`src/cfg_space_pkg.sv`:
```
// Constants shared by the configuration space decode and gating logic.
package cfg_space_pkg;

  // ==========================================================================
  // Configuration register indexes.
  localparam logic [7:0] IDX_CFG_BASE_LO  = 8'h12;
  localparam logic [7:0] IDX_CFG_BASE_HI  = 8'h13;
  localparam logic [7:0] IDX_PP_BASE      = 8'h23;
  localparam logic [7:0] IDX_SER_BASE     = 8'h24;
  localparam logic [7:0] IDX_RT_BASE_LO   = 8'h2f;
  localparam logic [7:0] IDX_RT_BASE_HI   = 8'h30;
  localparam logic [7:0] IDX_GPIO_POL     = 8'h38;
  localparam logic [7:0] IDX_PME_CTL      = 8'h39;

  // ==========================================================================
  // Values after reset.
  localparam logic [7:0] RST_GPIO_POL     = 8'h00;
  localparam logic [7:0] RST_PME_CTL      = 8'h80;
  localparam logic [7:0] RST_BASE         = 8'h00;

  // ==========================================================================
  // Field positions and read masks.
  localparam int         PME_POL_BIT      = 6;
  localparam int         PME_OD_BIT       = 7;
  localparam logic [7:0] MASK_PME_CTL     = 8'hc0;
  localparam logic [7:0] MASK_GPIO_POL    = 8'hf0;
  localparam logic [7:0] MASK_RT_BASE_LO  = 8'hc0;
  localparam int         GPIO_LSB         = 4;

  // ==========================================================================
  // Config port power-up location, chosen by the strap.
  localparam logic [15:0] CFG_BASE_STRAP0 = 16'h002e;
  localparam logic [15:0] CFG_BASE_STRAP1 = 16'h004e;

  // Entry and exit keys written to the index port.
  localparam logic [7:0] CFG_ENTER_KEY    = 8'h55;
  localparam logic [7:0] CFG_EXIT_KEY     = 8'haa;

  // ==========================================================================
  // Runtime block offsets.
  localparam logic [1:0] RT_OFF_STS       = 2'h0;
  localparam logic [1:0] RT_OFF_EN        = 2'h1;
  localparam logic [1:0] RT_OFF_GPIO      = 2'h2;

  // Window numbering for the address decoders.
  localparam int         WIN_PP           = 0;
  localparam int         WIN_PP_EXT       = 1;
  localparam int         WIN_SER          = 2;
  localparam int         WIN_RT           = 3;
  localparam int         WIN_CFG          = 4;
  localparam int         NUM_WIN          = 5;
  localparam logic [15:0] PP_EXT_OFFSET   = 16'h0400;

  // Extended-control modes in which the interrupt bypasses its enable bit.
  localparam logic [2:0] ECR_FIFO         = 3'h2;
  localparam logic [2:0] ECR_ECP          = 3'h3;
  localparam logic [2:0] ECR_TEST         = 3'h6;

endpackage : cfg_space_pkg

```
`src/io_window.sv`:
```
// Address window compare: one base, one power-of-two span, one enable.
`timescale 1ns/1ps
`default_nettype none
module io_window
  import cfg_space_pkg::*;
(
  // Window setup.
  input  wire logic [15:0] base,
  input  wire logic [15:0] span_mask,
  input  wire logic        win_en,
  // Address under test.
  input  wire logic [15:0] addr,
  output logic             hit
);

  // ==========================================================================
  // Low address bits inside the span are don't-care; all others must match.
  assign hit = win_en && ((addr & ~span_mask) == (base & ~span_mask));

endmodule : io_window
`default_nettype wire

```
`src/pp_req_gate.sv`:
```
// Parallel port interrupt and DMA request gating by mode and enable bits.
`timescale 1ns/1ps
`default_nettype none
module pp_req_gate
  import cfg_space_pkg::*;
(
  // Block level enables.
  input  wire logic       dev_en,
  // Enable bits held inside the parallel port.
  input  wire logic       pp_irq_enable_bit,
  input  wire logic       pp_dma_enable_bit,
  input  wire logic [2:0] ecr_mode,
  // Raw requests and gated results.
  input  wire logic       irq_raw,
  input  wire logic       drq_raw,
  output logic            irq,
  output logic            drq
);

  // Modes whose interrupt stays on whatever the enable bit says.
  function automatic logic irq_forced(input logic [2:0] m);
    irq_forced = (m == ECR_FIFO) || (m == ECR_ECP) || (m == ECR_TEST);
  endfunction : irq_forced

  // ==========================================================================
  // Inner enables apply on top of the activate and base checks.
  always_comb begin
    irq = dev_en && irq_raw && (irq_forced(ecr_mode) || pp_irq_enable_bit);
    drq = dev_en && drq_raw && pp_dma_enable_bit;
  end

endmodule : pp_req_gate
`default_nettype wire

```
`src/cfg_space.sv`:
```
// Configuration port, base decode, runtime block, pin polarity and request gating.
//
// What this block does
// - Polarity register reachable only at index 38h
// - Bits 7:4 invert host pins, reset zero
// - Power-event control reachable only at index 39h
// - Bit 6 inverts power-event pin, reset zero
// - Bit 7 selects open drain, reset 80h
// - Parallel base at 23h, 4 or 8 aligned
// - Serial base at 24h, eight offsets decoded
// - Runtime base at 2Fh/30h, status enable data
// - Config port base at 12h/13h, index/data
// - Strap picks 2Eh or 4Eh at power-up
// - Inner enable bits suppress IRQ and DMA
// - SPP/EPP interrupt gated by control bit four
// - Parallel DMA gated only by DMA enable
// - Modes 010, 011, 110 force interrupt on
// - Runtime block off when base 11:8 zero
`timescale 1ns/1ps
`default_nettype none
module cfg_space
  import cfg_space_pkg::*;
#(
  parameter int GPIO_N = 4
)(
  // Clock and reset.
  input  wire logic              clk,
  input  wire logic              rst_b,
  // Strap sampled after reset release.
  input  wire logic              config_port_strap,
  // Host I/O cycles, one per valid pulse.
  input  wire logic              io_valid,
  input  wire logic              io_write,
  input  wire logic [15:0]       io_addr,
  input  wire logic [7:0]        io_wdata,
  output logic [7:0]             io_rdata_r,
  output logic                   io_ack_r,
  // Address claims for the other logical blocks.
  output logic                   pp_sel_r,
  output logic                   ser_sel_r,
  // Host GPIO pins.
  input  wire logic [GPIO_N-1:0] host_gpio_in,
  input  wire logic [GPIO_N-1:0] host_gpio_dir,
  output logic [GPIO_N-1:0]      host_gpio_out_r,
  output logic [GPIO_N-1:0]      host_gpio_oe_b_r,
  // Power-event pin and its event source.
  input  wire logic              pme_event,
  output logic                   power_event_pin_out_r,
  output logic                   power_event_pin_oe_b_r,
  // Block activates and parallel port request gating.
  input  wire logic              pp_activate,
  input  wire logic              ser_activate,
  input  wire logic              pp_irq_enable_bit,
  input  wire logic              pp_dma_enable_bit,
  input  wire logic [2:0]        ecr_mode,
  input  wire logic              pp_irq_raw,
  input  wire logic              pp_drq_raw,
  output logic                   pp_irq_r,
  output logic                   pp_drq_r
);

  // ==========================================================================
  // Whole state of the block.
  typedef struct packed {
    logic              cfg_active;        // Configuration state entered.
    logic              strap_done;        // Power-up location loaded.
    logic [7:0]        index;             // Config index register.
    logic [7:0]        cfg_base_lo;       // Config port base low.
    logic [7:0]        cfg_base_hi;       // Config port base high.
    logic [7:0]        pp_base;           // Parallel base, address bits 9:2.
    logic [7:0]        ser_base;          // Serial base, address bits 9:3 in 7:1.
    logic [7:0]        rt_base_lo;        // Runtime base bits 3:2 in 7:6.
    logic [7:0]        rt_base_hi;        // Runtime base bits 11:4.
    logic [7:0]        gpio_pol;          // Host pin polarity.
    logic [7:0]        pme_ctl;           // Power-event type and polarity.
    logic              event_status;      // Sticky power event.
    logic              event_enable;      // Routes the event to the pin.
    logic [GPIO_N-1:0] gpio_data;         // Host pin data as software sees it.
    logic [7:0]        rdata;             // Read answer.
    logic              ack;               // Answer strobe.
    logic              pp_sel;            // Parallel port claim.
    logic              ser_sel;           // Serial port claim.
    logic [GPIO_N-1:0] gpio_out;          // Pin drive values.
    logic [GPIO_N-1:0] gpio_oe_b;         // Pin enables, low drives.
    logic              pme_out;           // Power-event pin level.
    logic              pme_oe_b;          // Power-event enable, low drives.
    logic              pp_irq;            // Gated interrupt.
    logic              pp_drq;            // Gated DMA request.
  } state_t;

  state_t st_r;
  state_t st_nxt;

  // ==========================================================================
  // Window bases derived from the base registers.
  logic [15:0]        win_base   [NUM_WIN];  // Base of each window.
  logic [15:0]        win_mask   [NUM_WIN];  // Don't-care low bits.
  logic [NUM_WIN-1:0] win_en;                // Window enabled.
  logic [NUM_WIN-1:0] win_hit;               // Address falls in window.
  logic [15:0]        pp_base_addr;          // Parallel port base.
  logic               pp_irq_g;              // Gated interrupt, unregistered.
  logic               pp_drq_g;              // Gated DMA, unregistered.
  logic               pp_valid;              // Parallel base in range.

  always_comb begin
    pp_base_addr = {6'h00, st_r.pp_base, 2'h0};
    pp_valid     = st_r.pp_base[7:6] != 2'h0;
    // A base on an 8-byte boundary opens the EPP offsets +4..+7.
    win_base[WIN_PP]    = pp_base_addr;
    win_mask[WIN_PP]    = st_r.pp_base[0] ? 16'h0003 : 16'h0007;
    win_en[WIN_PP]      = pp_valid && pp_activate;
    win_base[WIN_PP_EXT] = pp_base_addr + PP_EXT_OFFSET;
    win_mask[WIN_PP_EXT] = 16'h0003;
    win_en[WIN_PP_EXT]   = pp_valid && pp_activate;
    win_base[WIN_SER]   = {6'h00, st_r.ser_base[7:1], 3'h0};
    win_mask[WIN_SER]   = 16'h0007;
    win_en[WIN_SER]     = (st_r.ser_base[7:6] != 2'h0) && ser_activate;
    win_base[WIN_RT]    = {4'h0, st_r.rt_base_hi, st_r.rt_base_lo[7:6], 2'h0};
    win_mask[WIN_RT]    = 16'h0003;
    win_en[WIN_RT]      = st_r.rt_base_hi[7:4] != 4'h0;
    win_base[WIN_CFG]   = {5'h00, st_r.cfg_base_hi[2:0], st_r.cfg_base_lo[7:1], 1'b0};
    win_mask[WIN_CFG]   = 16'h0001;
    win_en[WIN_CFG]     = st_r.strap_done;
  end

  // One comparator per window.
  genvar gw;
  generate
    for (gw = 0; gw < NUM_WIN; gw++) begin : g_win
      io_window u_win (
        .base      (win_base[gw]),
        .span_mask (win_mask[gw]),
        .win_en    (win_en[gw]),
        .addr      (io_addr),
        .hit       (win_hit[gw])
      );
    end
  endgenerate

  // Interrupt and DMA gating for the parallel port.
  pp_req_gate u_pp_gate (
    .dev_en            (pp_valid && pp_activate),
    .pp_irq_enable_bit (pp_irq_enable_bit),
    .pp_dma_enable_bit (pp_dma_enable_bit),
    .ecr_mode          (ecr_mode),
    .irq_raw           (pp_irq_raw),
    .drq_raw           (pp_drq_raw),
    .irq               (pp_irq_g),
    .drq               (pp_drq_g)
  );

  // ==========================================================================
  // Config data read mux; reserved bits and unused indexes read zero.
  function automatic logic [7:0] cfg_read(input state_t s);
    case (s.index)
      IDX_CFG_BASE_LO: cfg_read = s.cfg_base_lo;
      IDX_CFG_BASE_HI: cfg_read = s.cfg_base_hi;
      IDX_PP_BASE:     cfg_read = s.pp_base;
      IDX_SER_BASE:    cfg_read = s.ser_base;
      IDX_RT_BASE_LO:  cfg_read = s.rt_base_lo & MASK_RT_BASE_LO;
      IDX_RT_BASE_HI:  cfg_read = s.rt_base_hi;
      IDX_GPIO_POL:    cfg_read = s.gpio_pol & MASK_GPIO_POL;
      IDX_PME_CTL:     cfg_read = s.pme_ctl & MASK_PME_CTL;
      default:         cfg_read = 8'h00;
    endcase
  endfunction : cfg_read

  // ==========================================================================
  // Next state: bus cycles, event capture, pin drive.
  logic              cfg_idx_hit;    // Cycle on the index port.
  logic              cfg_dat_hit;    // Cycle on the data port.
  logic              rt_hit;         // Cycle on the runtime block.
  logic [1:0]        rt_off;         // Offset in the runtime block.
  logic [GPIO_N-1:0] pol;            // Per-pin inversion.
  logic [GPIO_N-1:0] pin_view;       // Pin data seen by software.
  logic              pme_assert;     // Power event is pending.
  logic              pme_level;      // Level wanted on the pin.

  always_comb begin
    st_nxt      = st_r;
    cfg_idx_hit = io_valid && win_hit[WIN_CFG] && !io_addr[0];
    cfg_dat_hit = io_valid && win_hit[WIN_CFG] && io_addr[0];
    rt_hit      = io_valid && win_hit[WIN_RT];
    rt_off      = io_addr[1:0];
    pol         = st_r.gpio_pol[GPIO_LSB +: GPIO_N];
    // Inputs are inverted on the way in, outputs read back as written.
    pin_view    = (host_gpio_dir & st_r.gpio_data)
                | (~host_gpio_dir & (host_gpio_in ^ pol));
    st_nxt.ack  = 1'b0;

    // The strap is caught on the first edge after reset lets go.
    if (!st_r.strap_done) begin
      st_nxt.strap_done  = 1'b1;
      st_nxt.cfg_base_lo = config_port_strap ? CFG_BASE_STRAP1[7:0]
                                             : CFG_BASE_STRAP0[7:0];
      st_nxt.cfg_base_hi = config_port_strap ? CFG_BASE_STRAP1[15:8]
                                             : CFG_BASE_STRAP0[15:8];
    end

    // Index port: enter key only outside config state; exit key and index loads only in it.
    if (cfg_idx_hit) begin
      st_nxt.ack   = 1'b1;
      st_nxt.rdata = st_r.cfg_active ? st_r.index : 8'h00;
      if (io_write) begin
        if (!st_r.cfg_active && io_wdata == CFG_ENTER_KEY) begin
          st_nxt.cfg_active = 1'b1;
        end else if (st_r.cfg_active && io_wdata == CFG_EXIT_KEY) begin
          st_nxt.cfg_active = 1'b0;
        end else if (st_r.cfg_active) begin
          st_nxt.index = io_wdata;
        end
      end
    end

    // Data port: only in config state; otherwise writes drop, reads give zero.
    if (cfg_dat_hit) begin
      st_nxt.ack   = 1'b1;
      st_nxt.rdata = st_r.cfg_active ? cfg_read(st_r) : 8'h00;
      if (io_write && st_r.cfg_active) begin
        case (st_r.index)
          IDX_CFG_BASE_LO: st_nxt.cfg_base_lo = io_wdata;
          IDX_CFG_BASE_HI: st_nxt.cfg_base_hi = io_wdata;
          IDX_PP_BASE:     st_nxt.pp_base     = io_wdata;
          IDX_SER_BASE:    st_nxt.ser_base    = io_wdata;
          IDX_RT_BASE_LO:  st_nxt.rt_base_lo  = io_wdata & MASK_RT_BASE_LO;
          IDX_RT_BASE_HI:  st_nxt.rt_base_hi  = io_wdata;
          IDX_GPIO_POL:    st_nxt.gpio_pol    = io_wdata & MASK_GPIO_POL;
          IDX_PME_CTL:     st_nxt.pme_ctl     = io_wdata & MASK_PME_CTL;
          default: begin
          end
        endcase
      end
    end

    // Runtime block: status, enable, pin data; offset three reads zero.
    if (rt_hit) begin
      st_nxt.ack = 1'b1;
      case (rt_off)
        RT_OFF_STS: begin
          st_nxt.rdata = {7'h00, st_r.event_status};
          if (io_write && io_wdata[0]) begin
            st_nxt.event_status = 1'b0;
          end
        end
        RT_OFF_EN: begin
          st_nxt.rdata = {7'h00, st_r.event_enable};
          if (io_write) begin
            st_nxt.event_enable = io_wdata[0];
          end
        end
        RT_OFF_GPIO: begin
          st_nxt.rdata = 8'h00;
          st_nxt.rdata[GPIO_LSB +: GPIO_N] = pin_view;
          if (io_write) begin
            st_nxt.gpio_data = io_wdata[GPIO_LSB +: GPIO_N];
          end
        end
        default: begin
          st_nxt.rdata = 8'h00;
        end
      endcase
    end

    // A new event outranks a clear in the same cycle.
    if (pme_event) begin
      st_nxt.event_status = 1'b1;
    end

    // Pin drive follows the registered state one cycle later.
    st_nxt.gpio_out   = st_r.gpio_data ^ pol;
    st_nxt.gpio_oe_b  = ~host_gpio_dir;
    pme_assert        = st_r.event_status && st_r.event_enable;
    // Non-inverted means an active-low pin; inverted means active high.
    pme_level         = ~(pme_assert ^ st_r.pme_ctl[PME_POL_BIT]);
    if (st_r.pme_ctl[PME_OD_BIT]) begin
      // Open drain can only pull low, so a high level releases the pin.
      st_nxt.pme_out  = 1'b0;
      st_nxt.pme_oe_b = pme_level;
    end else begin
      st_nxt.pme_out  = pme_level;
      st_nxt.pme_oe_b = 1'b0;
    end

    // Claims and gated requests.
    st_nxt.pp_sel  = io_valid && (win_hit[WIN_PP] || win_hit[WIN_PP_EXT]);
    st_nxt.ser_sel = io_valid && win_hit[WIN_SER];
    st_nxt.pp_irq  = pp_irq_g;
    st_nxt.pp_drq  = pp_drq_g;
  end

  // ==========================================================================
  // Single state register; reset loads constants only.
  always_ff @(posedge clk or negedge rst_b) begin
    if (!rst_b) begin
      st_r             <= '0;
      st_r.cfg_base_lo <= RST_BASE;
      st_r.cfg_base_hi <= RST_BASE;
      st_r.gpio_pol    <= RST_GPIO_POL;
      st_r.pme_ctl     <= RST_PME_CTL;
      st_r.gpio_oe_b   <= '1;
      st_r.pme_oe_b    <= 1'b1;
    end else begin
      st_r <= st_nxt;
    end
  end

  // ==========================================================================
  // Outputs straight from the state register.
  assign io_rdata_r             = st_r.rdata;
  assign io_ack_r               = st_r.ack;
  assign pp_sel_r               = st_r.pp_sel;
  assign ser_sel_r              = st_r.ser_sel;
  assign host_gpio_out_r        = st_r.gpio_out;
  assign host_gpio_oe_b_r       = st_r.gpio_oe_b;
  assign power_event_pin_out_r  = st_r.pme_out;
  assign power_event_pin_oe_b_r = st_r.pme_oe_b;
  assign pp_irq_r               = st_r.pp_irq;
  assign pp_drq_r               = st_r.pp_drq;

endmodule : cfg_space
`default_nettype wire

```
`config.mk`:
```
export PLATFORM = sky130hd
export DESIGN_NAME = cfg_space
export DESIGN_NICKNAME = d
export VERILOG_FILES = /design/src/cfg_space_pkg.sv /design/src/io_window.sv /design/src/pp_req_gate.sv /design/src/cfg_space.sv
export SDC_FILE = /design/constraint.sdc
export NUM_CORES = 1
export LEC_CHECK = 0
export ABC_CLOCK_PERIOD_IN_PS = 5800
export BUFFER_PORTS_ARGS = -buffer_cell sky130_fd_sc_hd__buf_2
export CAP_MARGIN = 10
export CORE_MARGIN = 3
export CORE_UTILIZATION = 49
export DETAILED_ROUTE_END_ITERATION = 8
export PLACE_DENSITY = 0.78
export SLEW_MARGIN = 5
export SYNTH_ARGS = -nofsm -noshare
export SYNTH_HDL_FRONTEND = slang
export SYNTH_HIERARCHICAL = 1
export SYNTH_SLANG_ARGS = --single-unit
```
`constraint.sdc`:
```
create_clock -name clk -period 5.8 [get_ports clk]
set_input_delay 1.16 -clock clk [delete_from_list [all_inputs] [get_ports clk]]
set_output_delay 1.16 -clock clk [all_outputs]
set_load 0.005 [all_outputs]
```
==> impl_summary.md <==
Die
The area of the die is around 0.012 mm2. The floorplan step defined a core boundary enclosing 0.01042 mm2. The initial utilization of the core area, before any placement, comes to between 50% and 60%.

The count of pins on the block boundary is 70. The initialized floorplan defines 37 standard-cell rows. The die is 110.1 um tall. The die is roughly 110 um wide.

Synth
Ranked by instance count, the synthesized netlist is headed by 85 x xnor2_1, 81 x dfrtp_1, 42 x o22ai_1. For this run, asynchronously set or reset flops after synthesis account for 100.0%. The compound-cell area share of the yosys netlist is 13.98%.

The adder-cell share of the synthesized area is 0%. Summing every instance area after synthesis gives between 0.005 and 0.006 mm2. The flip-flop cell with the highest count after synthesis is dfrtp_1.

By instance count, the leading cell after synthesis is xnor2_1. The cell type with the highest aggregate area in the netlist is dfrtp_1. The cell count after synthesis is 526. The count of warnings emitted by yosys is 6. After synthesis the netlist holds a flip-flop and latch count of 87. Dividing the synthesized area by the synthesized cell count gives 10.09 um2. The top cell type by area accounts for 38.20% of the synthesized area. The number of library cell types mapped by synthesis is just under 60.

Ranked by total cell area, the synthesized netlist is headed by dfrtp_1 38%, xnor2_1 14%, mux2_1 5.9%, o22ai_1 5.0%, mux2_2 3.4%. After synthesis, the largest family of logic cells by area is XOR/XNOR gates. The sequential share of the synthesized area is between 40% and 50%.

The multiplexer fraction of the synthesized cell area is 11.79%. Summing the areas of all xor and xnor instances in the mapped netlist gives 14.85% of the synthesized area. The number of synthesized flops with an enable pin is 0. The fraction of the mapped netlist area in simple logic gates is between 10% and 20%.

Clock tree
TritonCTS built the clock tree. The number of buffers inserted during clock tree synthesis is 9. The post-cts resize count is 0. Counting along the longest clock path gives a buffer depth of 2.

The total setup buffers inserted after CTS is 0. The CTS clock-pin slew for the worst setup and hold paths is 90 ps. The H-tree was split into 3 levels.

After clock tree synthesis, the flow added hold-fix buffers numbering 0. The total clock sinks is 87. Clock latency on the worst-skew pair, taken at its later pin, is 370 ps. The tree is rooted in a clkbuf_8.

STA
After layout, the minimum clock period comes to 3024 ps. Setup violations remaining at the end of the flow were counted as 0. The final critical-path share of the clock period is 52.15%. The count of pins over their slew limit was 0. The worst hold margin is between 400 and 500 ps. Static timing analysis puts the maximum clock frequency at roughly 330 MHz. At the pin with the least slew margin, the transition time is 1106 ps. The worst slew margin relative to its limit is 26.25%.

The total count of hold-check failures in the final report is 0. Setup repair after global routing left no endpoint under its margin. The post-route setup TNS is 0 ps. The maximum clock skew at final layout is 10.21 ps.

After layout, the worst setup slack is 2776 ps.

Cells and area
The post-layout instance area is 0.006261 mm2. The filler cell count is 919. The number of diodes added for antenna fixing is 0. From synthesis to final layout, the design area changed by 17.99%. The area of the multi-input gates is 0.003293 mm2.

The fraction of layout cells with a size suffix above 1 is 17.80%. Summing all flip-flop and latch instances after layout gives 0.002185 mm2. The total number of nets in the final design is between 700 and 800.

Worst setup path
Among cell families on the critical path, the largest total delay comes from simple AND/OR/NAND/NOR gates. The worst path buffer plus inverter count is 1. Setup slack on the worst reg-to-reg path comes out at about 3000 ps.

The worst-path maximum fanout is 8. The startpoint type of the worst setup path is a primary input. The arrival time of the worst setup path is 3270 ps.

Measured in cells, the most critical reg-to-reg path has a length of 8. The type of destination of the critical path is a register. In this design, the stage delay of the slowest critical-path cell is 420 ps. The critical path goes through buf_2 > xnor2_1 > o22ai_1 > nor3_2 > and4_1 > and3_1 > nand3_1 > nor2_2 > nand2_1 > mux2_1. The critical path is of the primary input to register type. The critical path runs through a total of 10 cells. The data required time of the worst path is a little over 6000 ps.

The cell with the largest stage delay on the worst path is mux2_1.

Hold path
The path category of the worst min-delay check is register to register. The number of cells traversed by the worst hold path is 1.

Place
Routability-driven placement finished with a final weighted congestion of approximately 0.96. The placed wire-length estimate is 10.44 mm. The count of input and output buffers is 69. The placed instances occupy a cell area of 0.006056 mm2. The worst setup slack after placement is 2417 ps.

Routing
The number of vias after detailed routing is 4377. The first routing iteration left 375 violations. The mean number of vias per cell is 5.293. Dividing the detail-routed wire length by the instance count gives 16.65 um. The detail route stage leaves a number of antenna-violating nets equal to 0. After detailed routing, the total wire length is 13.77 mm. The first-pass iteration count of the detailed router is 5. The post-detailed-route DRC marker count is 0.

Power
The leakage power is 2.915 nW. Power spread over the standard cell area amounts to 192.4 mW/mm2. The design draws roughly 1.2 mW. Across the VDD grid, the largest voltage drop is 126.9 uV.

Global routing
Global routing used 23.78% of the available tracks across all layers. The number of antenna violations at the first check in global routing is 0. The wire length of the first global-routing pass is ~22 mm. The total overflow left after global routing is 0. Entering global routing, the biggest net connects between 80 and 90 pins. The via count of the first global-routing pass was 4216.

Flow run
Max-cap violations in this run came to 0.

Status
The run finished with clean final reports.
==> cell type report <==
| class | instances | share of cell area, % |
|---|---|---|
| well taps | 136 | 2.718 |
| inverters | 14 | 0.8393 |
| flip-flops and latches | 87 | 34.89 |
| clock inverters | 6 | 1.079 |
| repair buffers | 70 | 5.675 |
| multi-input cells | 504 | 52.60 |
| clock buffers | 10 | 2.198 |
==> path summary, 6_finish.rpt <==
path	start	endpoint
worst max-delay path	io_addr[1]	st_r[68]
worst min register to register	st_r[26]	host_gpio_out_r[3]
min in group asynchronous	rst_b	st_r[23]
worst max register to register	st_r[101]	st_r[68]
worst min-delay path	st_r[26]	host_gpio_out_r[3]
max in group asynchronous	rst_b	st_r[65]
==> metal layers <==
metal,global-route usage (%),vias up,wire [um]
li1,-,2070,-
met3,5.941,24,1013
met2,40.42,156,6582
met1,31.12,2127,5901
met4,4.096,0,272
met5,0,-,0
==> state kept, by name, indices dropped and copies added (netlist names) <==
signal and cells:
pol 4, pp_irq_r 1, pp_base_addr 8, pp_sel_r 1, host_gpio_out_r 4, host_gpio_oe_b_r 4, ser_sel_r 1, pp_drq_r 1
st_r 52, power_event_pin_out_r 1, power_event_pin_oe_b_r 1, io_rdata_r 8, io_ack_r 1
==> cell families after synthesis <==
logic type / count (synthesis)
multiplexers: 57
buffers and inverters: 50
XOR/XNOR: 90
AO/OA/AOI/OAI: 116
AND/OR/NAND/NOR: 124
flip-flops: 87
other: 2
==> power by group <==
group | switching [mW] | internal, mW
Clock | 0.226 | 0.212
Combinational | 0.0887 | 0.0609
Sequential | 0.00578 | 0.611
Total | 0.320 | 0.884
==> per-stage QoR <==
stage	util, %	cells
2_1_floorplan	-	641
3_3_place_gp	58.14	811
3_5_place_dp	58.14	811
4_1_cts	60.11	827
5_1_grt	60.11	827
6_report	60.11	827
==> cells in the final DEF, fill, tap and decap left out, drive strengths merged, types with 9 or more instances in the layout <==
cell and instances:
a21oi 11, a22oi 11, buf 70, clkbuf 10, conb 117, dfrtp 81
inv 15, mux2 44, mux2i 13, nand2 35, nand3 9, nor2 37
o21ai 28, o22ai 42, xnor2 85
==> worst reg2reg max path, stage by stage, from the launching register on <==
cell,delay (ps)
dfrtp_1,740
o21ai_0,240
nor3_2,140
and4_1,250
and3_1,210
nand3_1,120
nor2_2,200
nand2_1,280
mux2_1,420
(Power assumes the default switching activity.)
